`src/rx_status_pkg.sv`:
```
// Shared constants and types for the contactless receive status block
package rx_status_pkg;

	// ---------------------------------------------------------------
	// Register indices (byte address is four times the index)
	// ---------------------------------------------------------------
	localparam logic [9:0] IDX_ERROR = 10'h00a;
	localparam logic [9:0] IDX_STATUS = 10'h00b;
	localparam logic [9:0] IDX_BITCTRL = 10'h00c;
	localparam logic [9:0] IDX_FIRST_COLLISION_POSITION = 10'h00d;

	// ---------------------------------------------------------------
	// Field positions
	// ---------------------------------------------------------------
	localparam int ERR_SHORT = 4;
	localparam int ERR_EMPTY = 3;
	localparam int ERR_COLL = 2;
	localparam int ERR_PROT = 1;
	localparam int ERR_INTEG = 0;
	localparam int ERR_COUNT = 5;
	localparam int ST_CIPHER = 5;
	localparam int RBC_KEEP = 7;
	localparam int RBC_OFFSET_LSB = 4;
	localparam int RBC_COLLISION_AS_INTEGRITY_ERROR = 3;
	localparam int RBC_LAST_LSB = 0;
	localparam int COLL_VALID = 7;

	// ---------------------------------------------------------------
	// Reset values
	// ---------------------------------------------------------------
	localparam logic [7:0] BITCTRL_RESET = 8'h00;
	localparam logic CIPHER_RESET = 1'b0;
	localparam logic [4:0] ERROR_RESET = 5'h00;

	// ---------------------------------------------------------------
	// Counts
	// ---------------------------------------------------------------
	localparam logic [7:0] MIN_FRAME_BITS = 8'h04;
	localparam logic [7:0] SUPPRESS_MIN_BITS = 8'h18;
	localparam logic [8:0] COLL_POS_LIMIT = 9'h040;
	localparam int QUEUE_DEPTH = 4;

	typedef enum logic [2:0] {
		LS_IDLE = 3'b000,
		LS_TX_WAIT = 3'b001,
		LS_TXING = 3'b011,
		LS_RX_WAIT = 3'b101,
		LS_WAIT_DATA = 3'b110,
		LS_RECV = 3'b111
	} link_state_t;

	typedef enum logic [2:0] {
		CMD_IDLE = 3'b000,
		CMD_TRANSMIT = 3'b001,
		CMD_RECEIVE = 3'b010,
		CMD_TRANSCEIVE = 3'b011,
		CMD_AUTH = 3'b100
	} cmd_t;

endpackage

```
`src/error_flag_bank.sv`:
```
// Sticky error flags with per-bit set and clear
`timescale 1ns/1ps
`default_nettype none
module error_flag_bank
	import rx_status_pkg::*;
#(
	parameter int N = ERR_COUNT
) (
	input wire logic pclk,
	input wire logic presetn,
	input wire logic [N-1:0] set,
	input wire logic [N-1:0] clr,
	output logic [N-1:0] flags
);

	typedef struct packed {
		logic [N-1:0] f;
	} bank_t;

	bank_t s_q;
	bank_t s_d;

	// Set beats clear so an event in the clearing cycle survives
	always_comb begin
		s_d = s_q;
		for (int i = 0; i < N; i++) begin
			if (set[i]) begin
				s_d.f[i] = 1'b1;
			end else if (clr[i]) begin
				s_d.f[i] = 1'b0;
			end
		end
	end

	always_ff @(posedge pclk or negedge presetn) begin
		if (!presetn) begin
			s_q <= '0;
		end else begin
			s_q <= s_d;
		end
	end

	assign flags = s_q.f;

endmodule
`default_nettype wire

```
`src/rx_bit_packer.sv`:
```
// Packs received bits into bytes with alignment and collision tracking
`timescale 1ns/1ps
`default_nettype none
module rx_bit_packer
	import rx_status_pkg::*;
(
	input wire logic pclk,
	input wire logic presetn,
	input wire logic clear,
	input wire logic finish,
	input wire logic [2:0] offset,
	input wire logic keep,
	input wire logic bit_stb,
	input wire logic bit_val,
	input wire logic coll_stb,
	output logic byte_stb,
	output logic [7:0] byte_data,
	output logic [2:0] fill_pos,
	output logic [7:0] bit_count,
	output logic [6:0] coll_pos,
	output logic coll_valid
);

	typedef struct packed {
		logic [7:0] sh;
		logic [2:0] pos;
		logic [2:0] align;
		logic have;
		logic [7:0] cnt;
		logic seen;
		logic [6:0] cpos;
		logic cvalid;
		logic byte_stb;
		logic [7:0] byte_data;
	} pack_t;

	pack_t s_q;
	pack_t s_d;

	always_comb begin
		logic v;
		logic [8:0] sum;
		logic [7:0] nsh;
		v = 1'b0;
		sum = 9'(s_q.align) + 9'(s_q.cnt);
		nsh = s_q.sh;
		s_d = s_q;
		s_d.byte_stb = 1'b0;
		if (clear) begin
			s_d = '0;
			s_d.pos = offset;
			s_d.align = offset;
		end else if (finish) begin
			if (s_q.have) begin
				s_d.byte_stb = 1'b1;
				s_d.byte_data = s_q.sh;
				s_d.sh = '0;
				s_d.have = 1'b0;
			end
		end else if (bit_stb) begin
			// Zero-fill after a collision so anticollision sees a clean UID prefix
			v = (s_q.seen && !keep) ? 1'b0 : bit_val;
			nsh[s_q.pos] = v;
			if (coll_stb && !s_q.seen) begin
				s_d.seen = 1'b1;
				s_d.cvalid = (sum < COLL_POS_LIMIT);
				s_d.cpos = sum[6:0];
			end
			if (s_q.cnt != 8'hff) begin
				s_d.cnt = s_q.cnt + 8'h01;
			end
			if (s_q.pos == 3'd7) begin
				s_d.byte_stb = 1'b1;
				s_d.byte_data = nsh;
				s_d.sh = '0;
				s_d.have = 1'b0;
				s_d.pos = 3'd0;
			end else begin
				s_d.sh = nsh;
				s_d.have = 1'b1;
				s_d.pos = s_q.pos + 3'd1;
			end
		end
	end

	always_ff @(posedge pclk or negedge presetn) begin
		if (!presetn) begin
			s_q <= '0;
		end else begin
			s_q <= s_d;
		end
	end

	assign byte_stb = s_q.byte_stb;
	assign byte_data = s_q.byte_data;
	assign fill_pos = s_q.pos;
	assign bit_count = s_q.cnt;
	assign coll_pos = s_q.cpos;
	assign coll_valid = s_q.cvalid;

endmodule
`default_nettype wire

```
`src/rx_error_status.sv`:
```
// Receive error flags, link state, bit framing control with APB access
//
// Functional notes
// Valid SOF followed by fewer than 4 data bits sets short-frame error.
// Frames under 4 bits dropped; decoder stays on; no receive-done pulse.
// With disturbance suppression, frames under 3 bytes dropped likewise.
// Four receive errors clear on receive start, or wait-for-data entry.
// Transmission due with empty FIFO sets the empty-send error.
// Collision sets collision flag and records first collision position.
// Collision inside the end-of-frame symbol does not set the flag.
// Wrong stop bit, SOF or byte count sets protocol error, stops reception.
// After a protocol error the last received byte never reaches the FIFO.
// Parity or CRC mismatch sets integrity error; reception continues.
// With control bit 3 set, a collision also sets integrity error.
// Status bit 5 shows cipher; software clears it, only authenticate sets.
// Link state codes: 000,001,011,101,110,111; 100 unused.
// With bit 7 clear, bits after a collision are stored as zero.
// Receive offset places first bit; later bits follow, wrapping bytes.
// Offset zero means byte-oriented, nonzero means bit-oriented reception.
// Last-byte-valid-bits gives valid bits of final byte; zero is whole.
// Decoder writes last-byte-valid-bits at bit-oriented end; reset at start.
// First collision position valid only within the first 8 bytes.
// Nonzero receive offset is added into the first collision position.
// Empty-send error holds until next command start or reset.
//
// Added by the designer: the APB interface to the registers.
`timescale 1ns/1ps
`default_nettype none
module rx_error_status
	import rx_status_pkg::*;
(
	input wire logic pclk,
	input wire logic presetn,
	input wire logic psel,
	input wire logic penable,
	input wire logic pwrite,
	input wire logic [11:0] paddr,
	input wire logic [31:0] pwdata,
	output logic [31:0] prdata,
	output logic pready,
	output logic pslverr,
	input wire logic cmd_start,
	input wire logic [2:0] cmd_code,
	input wire logic tx_go,
	input wire logic tx_done,
	input wire logic fifo_empty,
	input wire logic rx_wait_done,
	input wire logic suppress_enable,
	input wire logic rx_sof,
	input wire logic rx_sof_err,
	input wire logic rx_bit_stb,
	input wire logic rx_bit,
	input wire logic rx_coll,
	input wire logic rx_coll_in_eof,
	input wire logic rx_stop_err,
	input wire logic rx_len_err,
	input wire logic rx_parity_err,
	input wire logic rx_crc_err,
	input wire logic rx_eof,
	input wire logic auth_ok,
	output logic [7:0] fifo_wdata,
	output logic fifo_wr,
	output logic receive_done_irq,
	output logic decoder_enable,
	output logic [2:0] link_state,
	output logic cipher_active,
	output logic [ERR_COUNT-1:0] error_flags
);

	// ---------------------------------------------------------------
	// State
	// ---------------------------------------------------------------
	typedef struct packed {
		link_state_t state;
		cmd_t cmd;
		logic [QUEUE_DEPTH-1:0][7:0] q;
		logic [2:0] q_cnt;
		logic [2:0] commit;
		logic eof_pend;
		logic keep;
		logic [2:0] offset;
		logic noco;
		logic [2:0] last_bits;
		logic cipher;
		logic [31:0] prdata;
		logic pready;
		logic pslverr;
		logic [7:0] fifo_wdata;
		logic fifo_wr;
		logic irq;
		logic dec_en;
	} top_t;

	top_t s_q;
	top_t s_d;

	logic [ERR_COUNT-1:0] err_set;
	logic [ERR_COUNT-1:0] err_clr;
	logic pk_clear;
	logic pk_finish;
	logic pk_byte_stb;
	logic [7:0] pk_byte;
	logic [2:0] pk_fill;
	logic [7:0] pk_cnt;
	logic [6:0] pk_cpos;
	logic pk_cvalid;
	logic coll_hit;

	function automatic logic at_index(input logic [11:0] a, input logic [9:0] idx);
		return (a[11:2] == idx) && (a[1:0] == 2'b00);
	endfunction

	// Collisions are only counted inside data, not in the end symbol
	assign coll_hit = rx_bit_stb && rx_coll && !rx_coll_in_eof && (s_q.state == LS_RECV);

	// ---------------------------------------------------------------
	// Submodules
	// ---------------------------------------------------------------
	rx_bit_packer u_packer (
		.pclk(pclk),
		.presetn(presetn),
		.clear(pk_clear),
		.finish(pk_finish),
		.offset(s_q.offset),
		.keep(s_q.keep),
		.bit_stb(rx_bit_stb && (s_q.state == LS_RECV)),
		.bit_val(rx_bit),
		.coll_stb(coll_hit),
		.byte_stb(pk_byte_stb),
		.byte_data(pk_byte),
		.fill_pos(pk_fill),
		.bit_count(pk_cnt),
		.coll_pos(pk_cpos),
		.coll_valid(pk_cvalid)
	);

	error_flag_bank #(
		.N(ERR_COUNT)
	) u_flags (
		.pclk(pclk),
		.presetn(presetn),
		.set(err_set),
		.clr(err_clr),
		.flags(error_flags)
	);

	// ---------------------------------------------------------------
	// Next state
	// ---------------------------------------------------------------
	always_comb begin
		logic rd_phase;
		logic wr_take;
		logic prot;
		rd_phase = psel && penable && !s_q.pready;
		wr_take = psel && penable && s_q.pready && pwrite;
		prot = (s_q.state == LS_RECV) && (rx_stop_err || rx_len_err);
		s_d = s_q;
		s_d.fifo_wr = 1'b0;
		s_d.irq = 1'b0;
		err_set = '0;
		err_clr = '0;
		pk_clear = 1'b0;
		pk_finish = 1'b0;

		// FIFO drain: only committed bytes leave the holding queue
		if (s_q.commit != 3'd0) begin
			s_d.fifo_wr = 1'b1;
			s_d.fifo_wdata = s_q.q[0];
			for (int i = 0; i < QUEUE_DEPTH - 1; i++) begin
				s_d.q[i] = s_q.q[i+1];
			end
			s_d.q[QUEUE_DEPTH-1] = '0;
			s_d.q_cnt = s_q.q_cnt - 3'd1;
			s_d.commit = s_q.commit - 3'd1;
		end

		// A byte is held until a later bit proves it was not the last
		if (pk_byte_stb && (s_q.state == LS_RECV) && !prot && (s_d.q_cnt != 3'(QUEUE_DEPTH))) begin
			s_d.q[s_d.q_cnt[1:0]] = pk_byte;
			s_d.q_cnt = s_d.q_cnt + 3'd1;
		end
		if (rx_bit_stb && (s_q.state == LS_RECV) && !prot) begin
			if (!suppress_enable || (pk_cnt >= SUPPRESS_MIN_BITS)) begin
				s_d.commit = s_d.q_cnt;
			end
		end

		// Register writes before hardware updates so hardware wins
		if (wr_take && at_index(paddr, IDX_BITCTRL)) begin
			s_d.keep = pwdata[RBC_KEEP];
			s_d.offset = pwdata[RBC_OFFSET_LSB +: 3];
			s_d.noco = pwdata[RBC_COLLISION_AS_INTEGRITY_ERROR];
			s_d.last_bits = pwdata[RBC_LAST_LSB +: 3];
		end
		if (wr_take && at_index(paddr, IDX_STATUS) && !pwdata[ST_CIPHER]) begin
			s_d.cipher = 1'b0;
		end
		if (auth_ok && (s_q.cmd == CMD_AUTH)) begin
			s_d.cipher = 1'b1;
		end

		// -----------------------------------------------------------
		// Link sequencer
		// -----------------------------------------------------------
		if (cmd_start) begin
			err_clr[ERR_EMPTY] = 1'b1;
			s_d.cmd = cmd_t'(cmd_code);
			s_d.eof_pend = 1'b0;
			case (cmd_code)
				CMD_RECEIVE: begin
					err_clr[ERR_SHORT] = 1'b1;
					err_clr[ERR_COLL] = 1'b1;
					err_clr[ERR_PROT] = 1'b1;
					err_clr[ERR_INTEG] = 1'b1;
					s_d.state = LS_RX_WAIT;
				end
				CMD_TRANSMIT, CMD_TRANSCEIVE, CMD_AUTH: begin
					s_d.state = LS_TX_WAIT;
				end
				default: begin
					s_d.state = LS_IDLE;
				end
			endcase
		end else begin
			case (s_q.state)
				LS_TX_WAIT: begin
					if (tx_go) begin
						if (fifo_empty) begin
							err_set[ERR_EMPTY] = 1'b1;
							s_d.state = LS_IDLE;
						end else begin
							s_d.state = LS_TXING;
						end
					end
				end
				LS_TXING: begin
					if (tx_done) begin
						s_d.state = (s_q.cmd == CMD_TRANSMIT) ? LS_IDLE : LS_RX_WAIT;
					end
				end
				LS_RX_WAIT: begin
					if (rx_wait_done) begin
						if (s_q.cmd != CMD_RECEIVE) begin
							err_clr[ERR_SHORT] = 1'b1;
							err_clr[ERR_COLL] = 1'b1;
							err_clr[ERR_PROT] = 1'b1;
							err_clr[ERR_INTEG] = 1'b1;
						end
						s_d.state = LS_WAIT_DATA;
					end
				end
				LS_WAIT_DATA: begin
					if (rx_sof_err) begin
						err_set[ERR_PROT] = 1'b1;
						s_d.state = LS_IDLE;
					end else if (rx_sof) begin
						pk_clear = 1'b1;
						s_d.last_bits = 3'd0;
						s_d.state = LS_RECV;
					end
				end
				LS_RECV: begin
					if (prot) begin
						err_set[ERR_PROT] = 1'b1;
						pk_clear = 1'b1;
						s_d.q_cnt = s_d.commit;
						s_d.eof_pend = 1'b0;
						s_d.state = LS_IDLE;
					end else begin
						if (rx_parity_err || rx_crc_err) begin
							err_set[ERR_INTEG] = 1'b1;
						end
						if (coll_hit) begin
							err_set[ERR_COLL] = 1'b1;
							if (s_q.noco) begin
								err_set[ERR_INTEG] = 1'b1;
							end
						end
						if (s_q.eof_pend) begin
							s_d.eof_pend = 1'b0;
							if (pk_cnt < MIN_FRAME_BITS) begin
								err_set[ERR_SHORT] = 1'b1;
								s_d.q_cnt = s_d.commit;
								s_d.state = LS_WAIT_DATA;
							end else if (suppress_enable && (pk_cnt < SUPPRESS_MIN_BITS)) begin
								s_d.q_cnt = s_d.commit;
								s_d.state = LS_WAIT_DATA;
							end else begin
								s_d.commit = s_d.q_cnt;
								if (s_q.offset != 3'd0) begin
									s_d.last_bits = pk_fill;
								end
								s_d.irq = 1'b1;
								s_d.state = LS_IDLE;
							end
						end else if (rx_eof) begin
							pk_finish = 1'b1;
							s_d.eof_pend = 1'b1;
						end
					end
				end
				default: begin
					s_d.state = LS_IDLE;
				end
			endcase
		end
		s_d.dec_en = (s_d.state == LS_WAIT_DATA) || (s_d.state == LS_RECV);

		// -----------------------------------------------------------
		// APB: answer in the second access cycle
		// -----------------------------------------------------------
		if (rd_phase) begin
			s_d.pready = 1'b1;
			s_d.pslverr = 1'b0;
			s_d.prdata = '0;
			if (at_index(paddr, IDX_ERROR)) begin
				s_d.prdata[ERR_COUNT-1:0] = error_flags;
			end else if (at_index(paddr, IDX_STATUS)) begin
				s_d.prdata[ST_CIPHER] = s_q.cipher;
				s_d.prdata[2:0] = s_q.state;
			end else if (at_index(paddr, IDX_BITCTRL)) begin
				s_d.prdata[7:0] = {s_q.keep, s_q.offset, s_q.noco, s_q.last_bits};
			end else if (at_index(paddr, IDX_FIRST_COLLISION_POSITION)) begin
				s_d.prdata[COLL_VALID] = pk_cvalid;
				s_d.prdata[6:0] = pk_cpos;
			end else begin
				s_d.pslverr = 1'b1;
			end
		end else begin
			s_d.pready = 1'b0;
			s_d.pslverr = 1'b0;
		end
	end

	// ---------------------------------------------------------------
	// Registers
	// ---------------------------------------------------------------
	always_ff @(posedge pclk or negedge presetn) begin
		if (!presetn) begin
			s_q <= '0;
			s_q.state <= LS_IDLE;
			s_q.cmd <= CMD_IDLE;
			{s_q.keep, s_q.offset, s_q.noco, s_q.last_bits} <= BITCTRL_RESET;
			s_q.cipher <= CIPHER_RESET;
		end else begin
			s_q <= s_d;
		end
	end

	assign prdata = s_q.prdata;
	assign pready = s_q.pready;
	assign pslverr = s_q.pslverr;
	assign fifo_wdata = s_q.fifo_wdata;
	assign fifo_wr = s_q.fifo_wr;
	assign receive_done_irq = s_q.irq;
	assign decoder_enable = s_q.dec_en;
	assign link_state = s_q.state;
	assign cipher_active = s_q.cipher;

endmodule
`default_nettype wire

```
`config.mk`:
```
export PLATFORM = sky130hd
export DESIGN_NAME = rx_error_status
export DESIGN_NICKNAME = d
export VERILOG_FILES = /design/src/rx_status_pkg.sv /design/src/error_flag_bank.sv /design/src/rx_bit_packer.sv /design/src/rx_error_status.sv
export SDC_FILE = /design/constraint.sdc
export NUM_CORES = 1
export LEC_CHECK = 0
export ABC_AREA = 1
export BUFFER_PORTS_ARGS = -buffer_cell sky130_fd_sc_hd__buf_2
export CORE_UTILIZATION = 35
export CTS_CLUSTER_SIZE = 20
export DETAILED_ROUTE_END_ITERATION = 10
export GPL_ROUTABILITY_DRIVEN = 1
export SETUP_SLACK_MARGIN = 0.5
export SYNTH_ARGS = -nofsm -noshare
export SYNTH_HDL_FRONTEND = slang
export SYNTH_SLANG_ARGS = --single-unit
```
`constraint.sdc`:
```
create_clock -name pclk -period 2.9 [get_ports pclk]
set_clock_uncertainty 0.05 [all_clocks]
set_input_delay 0.435 -clock pclk [delete_from_list [all_inputs] [get_ports pclk]]
set_output_delay 0.435 -clock pclk [all_outputs]
set_load 0.02 [all_outputs]
```
==> results.json <==
{
  "outcome": "complete, but fails checks",
  "violations": "hold timing",
  "gr-usage-met3": 0.0325,
  "count_of_tritonroute_iterations_in_the_first_routing_pass": 5,
  "design.final.nets": 990,
  "dr_total_vias": 5578,
  "ios": 124,
  "met2_usage": 0.256,
  "cp_cell_sequence": "inv_1 > ha_2 > nand2_4 > inv_2 > or2_2 > o21ai_4 > inv_2 > ha_4 > a21oi_4 > nand2_1 > o21ai_2 > o21ai_0 > a21oi_1",
  "static-leakage-power_nw": 4.00,
  "net-switching-power_mw": 1.98,
  "drive_above_1_share": 0.184,
  "final_max_slew_viol_count": 0,
  "synth_edf_count": 0,
  "worstHoldPathType": "in -> async",
  "rsz0062_at_grt": "yes",
  "finalWorstPathRequiredPeriod_ns": 2.29,
  "ys.warnings.count": 0,
  "cts.sinks": 121,
  "layout.filler_cells": 1890,
  "ys_seq_elements": 121,
  "detail_route.wirelength_mm": 15.6,
  "final_antenna_net_count": 0,
  "global_route.usage.met1": 0.234,
  "max-cap-violations": 0,
  "critical_path.max_stage_delay_ns": 0.32,
  "max_freq_mhz": 436,
  "clock_network_power_share": 0.375,
  "fin_crit_sh": 0.790,
  "antenna_found_initial": 1,
  "crit_required_ns": 3.19,
  "slew_headroom": 0.563,
  "tritoncts.num_buffers": 17,
  "detailedRoute.firstIterationViolations": 408,
  "post-place-cells": 1115,
  "ys_async_sr_fraction": 1.00,
  "final_cell_count_no_fill": 1153,
  "place.port_buffers": 75,
  "clock_tree_from_tritoncts": "done",
  "grt_pass1_wl_mm": 25.9,
  "critPathCaptureType": "flip-flop",
  "critPathMaxFanout": 6,
  "power_frac_comb": 0.269,
  "p_int_mw": 3.50,
  "via_per_inst": 4.84,
  "worstSetupStartpointType": "flip-flop",
  "initial_core_util": 0.358,
  "first_global_vias": 5300,
  "timing_worst_setup_path_type": "reg -> reg",
  "multi_input_area_um2": 3040,
  "synth.avg_cell_area_um2": 8.02,
  "die_area_um2": 19800,
  "yosysUniqueCellTypes": 49,
  "detailed_place_hpwl_mm": 11.3,
  "grt_busiest_layer": "met2",
  "worstSkewPairLatency_ns": 0.42,
  "hold_violations": 8,
  "synthesis.instances": 838,
  "clock_tree.buffer_depth": 2,
  "place_congestion": 0.839,
  "wl_per_cell_um": 13.5,
  "register_area_um2": 3030,
  "fin_setup_tns_ns": 0,
  "vdd_ir_drop_max_mv": 0.433,
  "powerDensity_nw_per_um2": 699,
  "path_clk_slew_ns": 0.06,
  "grt.total_usage": 0.167,
  "cts.htree.levels": 4,
  "power_frac_seq": 0.356,
  "cts.root.buffer_cell": "clkbuf_16",
  "fp.coreArea_um2": 18800,
  "netSwitchingFraction": 0.361,
  "die_height_um": 141,
  "crit_top_cell": "inv_2",
  "grt_remaining_overflow": 0,
  "cts-hold-fix-buffers": 0,
  "cp_slowest_cell": "dfrtp_1",
  "die_width_um": 141,
  "drt_drc_violations_left": 0,
  "final-setup-viol-count": 0,
  "layout-area-overhead-vs-synth_pct": 16.4,
  "fp-row-count": 50,
  "timing.critical_path.arrival_ns": 2.58,
  "grt_max_degree": 48,
  "area_of_the_mapped_netlist_um2": 6720,
  "synth_sequential_area_ratio": 0.451,
  "finalHoldWorstSlack_ns": -0.0151,
  "synth_flop_cell": "dfrtp_1",
  "tightest_slew_ns": 0.655
}
-- what timing repair did --
item / CTS / global route
setup endpoints to repair: 38 / 49
pin swaps: 1 / 2
buffers inserted: 0 / 5
gates resized for setup: 9 / 12
-- metrics by stage --
stage	setup slack, ns	power [mW]	cell area, um2	util
final	0.608	5.47	7820	0.417
after global placement	0.322	3.18	7110	0.379
after detailed placement	0.260	3.18	7110	0.379
after floorplan	0.628	2.89	6800	-
after CTS	0.516	5.34	7730	0.412
after global routing	0.398	5.79	7820	0.417
-- layout by cell type, fill, tap and decap left out, types with 3 or more instances in the layout --
cell type	count
clkbuf_16	17
nor4_1	3
inv_1	89
inv_6	6
o21ai_2	3
nor3_1	22
clkinv_4	5
o21ai_0	43
clkinv_8	3
nand3_2	3
ha_1	12
nand2_2	8
nand4_1	7
buf_4	12
a21boi_0	3
nor2_4	3
nand3_1	47
nand2_1	207
o211ai_1	14
a21oi_1	24
xor2_1	5
dfrtp_1	120
inv_2	8
nor2_1	67
nand2_4	7
o21a_1	3
buf_2	74
o21ai_4	3
conb_1	24
a31oi_1	26
xnor2_1	3
o22ai_1	14
-- synth_stat cells (all sizes together) (2+ instances only) --
master,instances,area [um2]
nand2,222,883
a32o,2,20.0
clkbuf,11,41.3
o21ai,50,280
xnor2,3,26.3
ha,14,175
buf,51,390
nor2,72,298
xor2,7,61.3
o31ai,2,15.0
clkinv,4,26.3
o21a,3,22.5
a21boi,4,30.0
nand3,50,265
dfrtp,121,3030
nand3b,2,15.0
a21oi,26,134
o211ai,14,105
nor4,3,18.8
nor3,23,120
o22ai,14,87.6
inv,97,364
nand4,8,65.1
a31oi,26,163
o22a,2,17.5
-- cell families (layout without fill, tap and decap cells) --
family / Yosys count / count (layout) / synth area share
xor+xnor: 10 / 10 / 0.0130
other cells: 1 / 25 / 0.000558
buf+inv: 163 / 220 / 0.122
fa+ha+maj: 15 / 15 / 0.0291
flops: 121 / 121 / 0.451
compound gates: 147 / 147 / 0.135
simple gates: 381 / 381 / 0.249
-- final timing paths --
kind	endpoint	slack (ns)	start	cells past startpoint
max	s_q[59]	0.61	s_q[55]	13
min	decoder_enable	-0.02	presetn	1
max reg2reg	s_q[59]	0.61	s_q[55]	13
min reg2reg	fifo_wdata[2]	0.42	fifo_wdata[2]	2
max in group asynchronous	link_state[0]	2.07	presetn	2
min in group pclk	s_q[52]	0.18	pwdata[6]	3
-- registers in the layout (all words and copies together), names as in the netlist --
name and cells:
u_packer.byte_data 8, u_packer.s_q 13, fifo_wdata 8, u_packer.bit_count 8, decoder_enable 1, fifo_wr 1
u_packer.byte_stb 1, u_flags.flags 5, receive_done_irq 1, s_q 50, pready 1, u_packer.fill_pos 3
u_packer.coll_valid 1, u_packer.coll_pos 7, cipher_active 1, pslverr 1, link_state 3, prdata 8
-- worst max-delay path: cells and delay by family (launching register included) --
| family | cells | cell delay, ns |
|---|---|---|
| simple gates | 3 | 0.52 |
| buf+inv | 3 | 0.20 |
| fa+ha+maj | 2 | 0.38 |
| compound gates | 5 | 0.73 |
| flops | 1 | 0.32 |
-- final cells by class --
class                   count  area share
clock inverters            15      0.0202
inverters                 101      0.0499
well taps                 234      0.0374
flip-flops and latches    121       0.387
diodes                      1    0.000320
multi-input cells         577       0.389
clock buffers              17      0.0544
repair buffers             87      0.0614
-- power groups by stage --
stage,sequential [mW],combinational [mW],clock (mW)
after global placement,1.97,1.21,0
after floorplan,1.94,0.943,0
after CTS,1.94,1.29,2.11
final,1.95,1.47,2.05
after global routing,1.96,1.65,2.18
after detailed placement,1.97,1.21,0
-- per-layer routing --
| layer | wire [um] | part of all wire |
|---|---|---|
| met5 | 0 | 0 |
| met4 | 273 | 0.018 |
| met3 | 692 | 0.044 |
| met2 | 7110 | 0.46 |
| met1 | 7500 | 0.48 |
(Power assumes the default switching activity.)
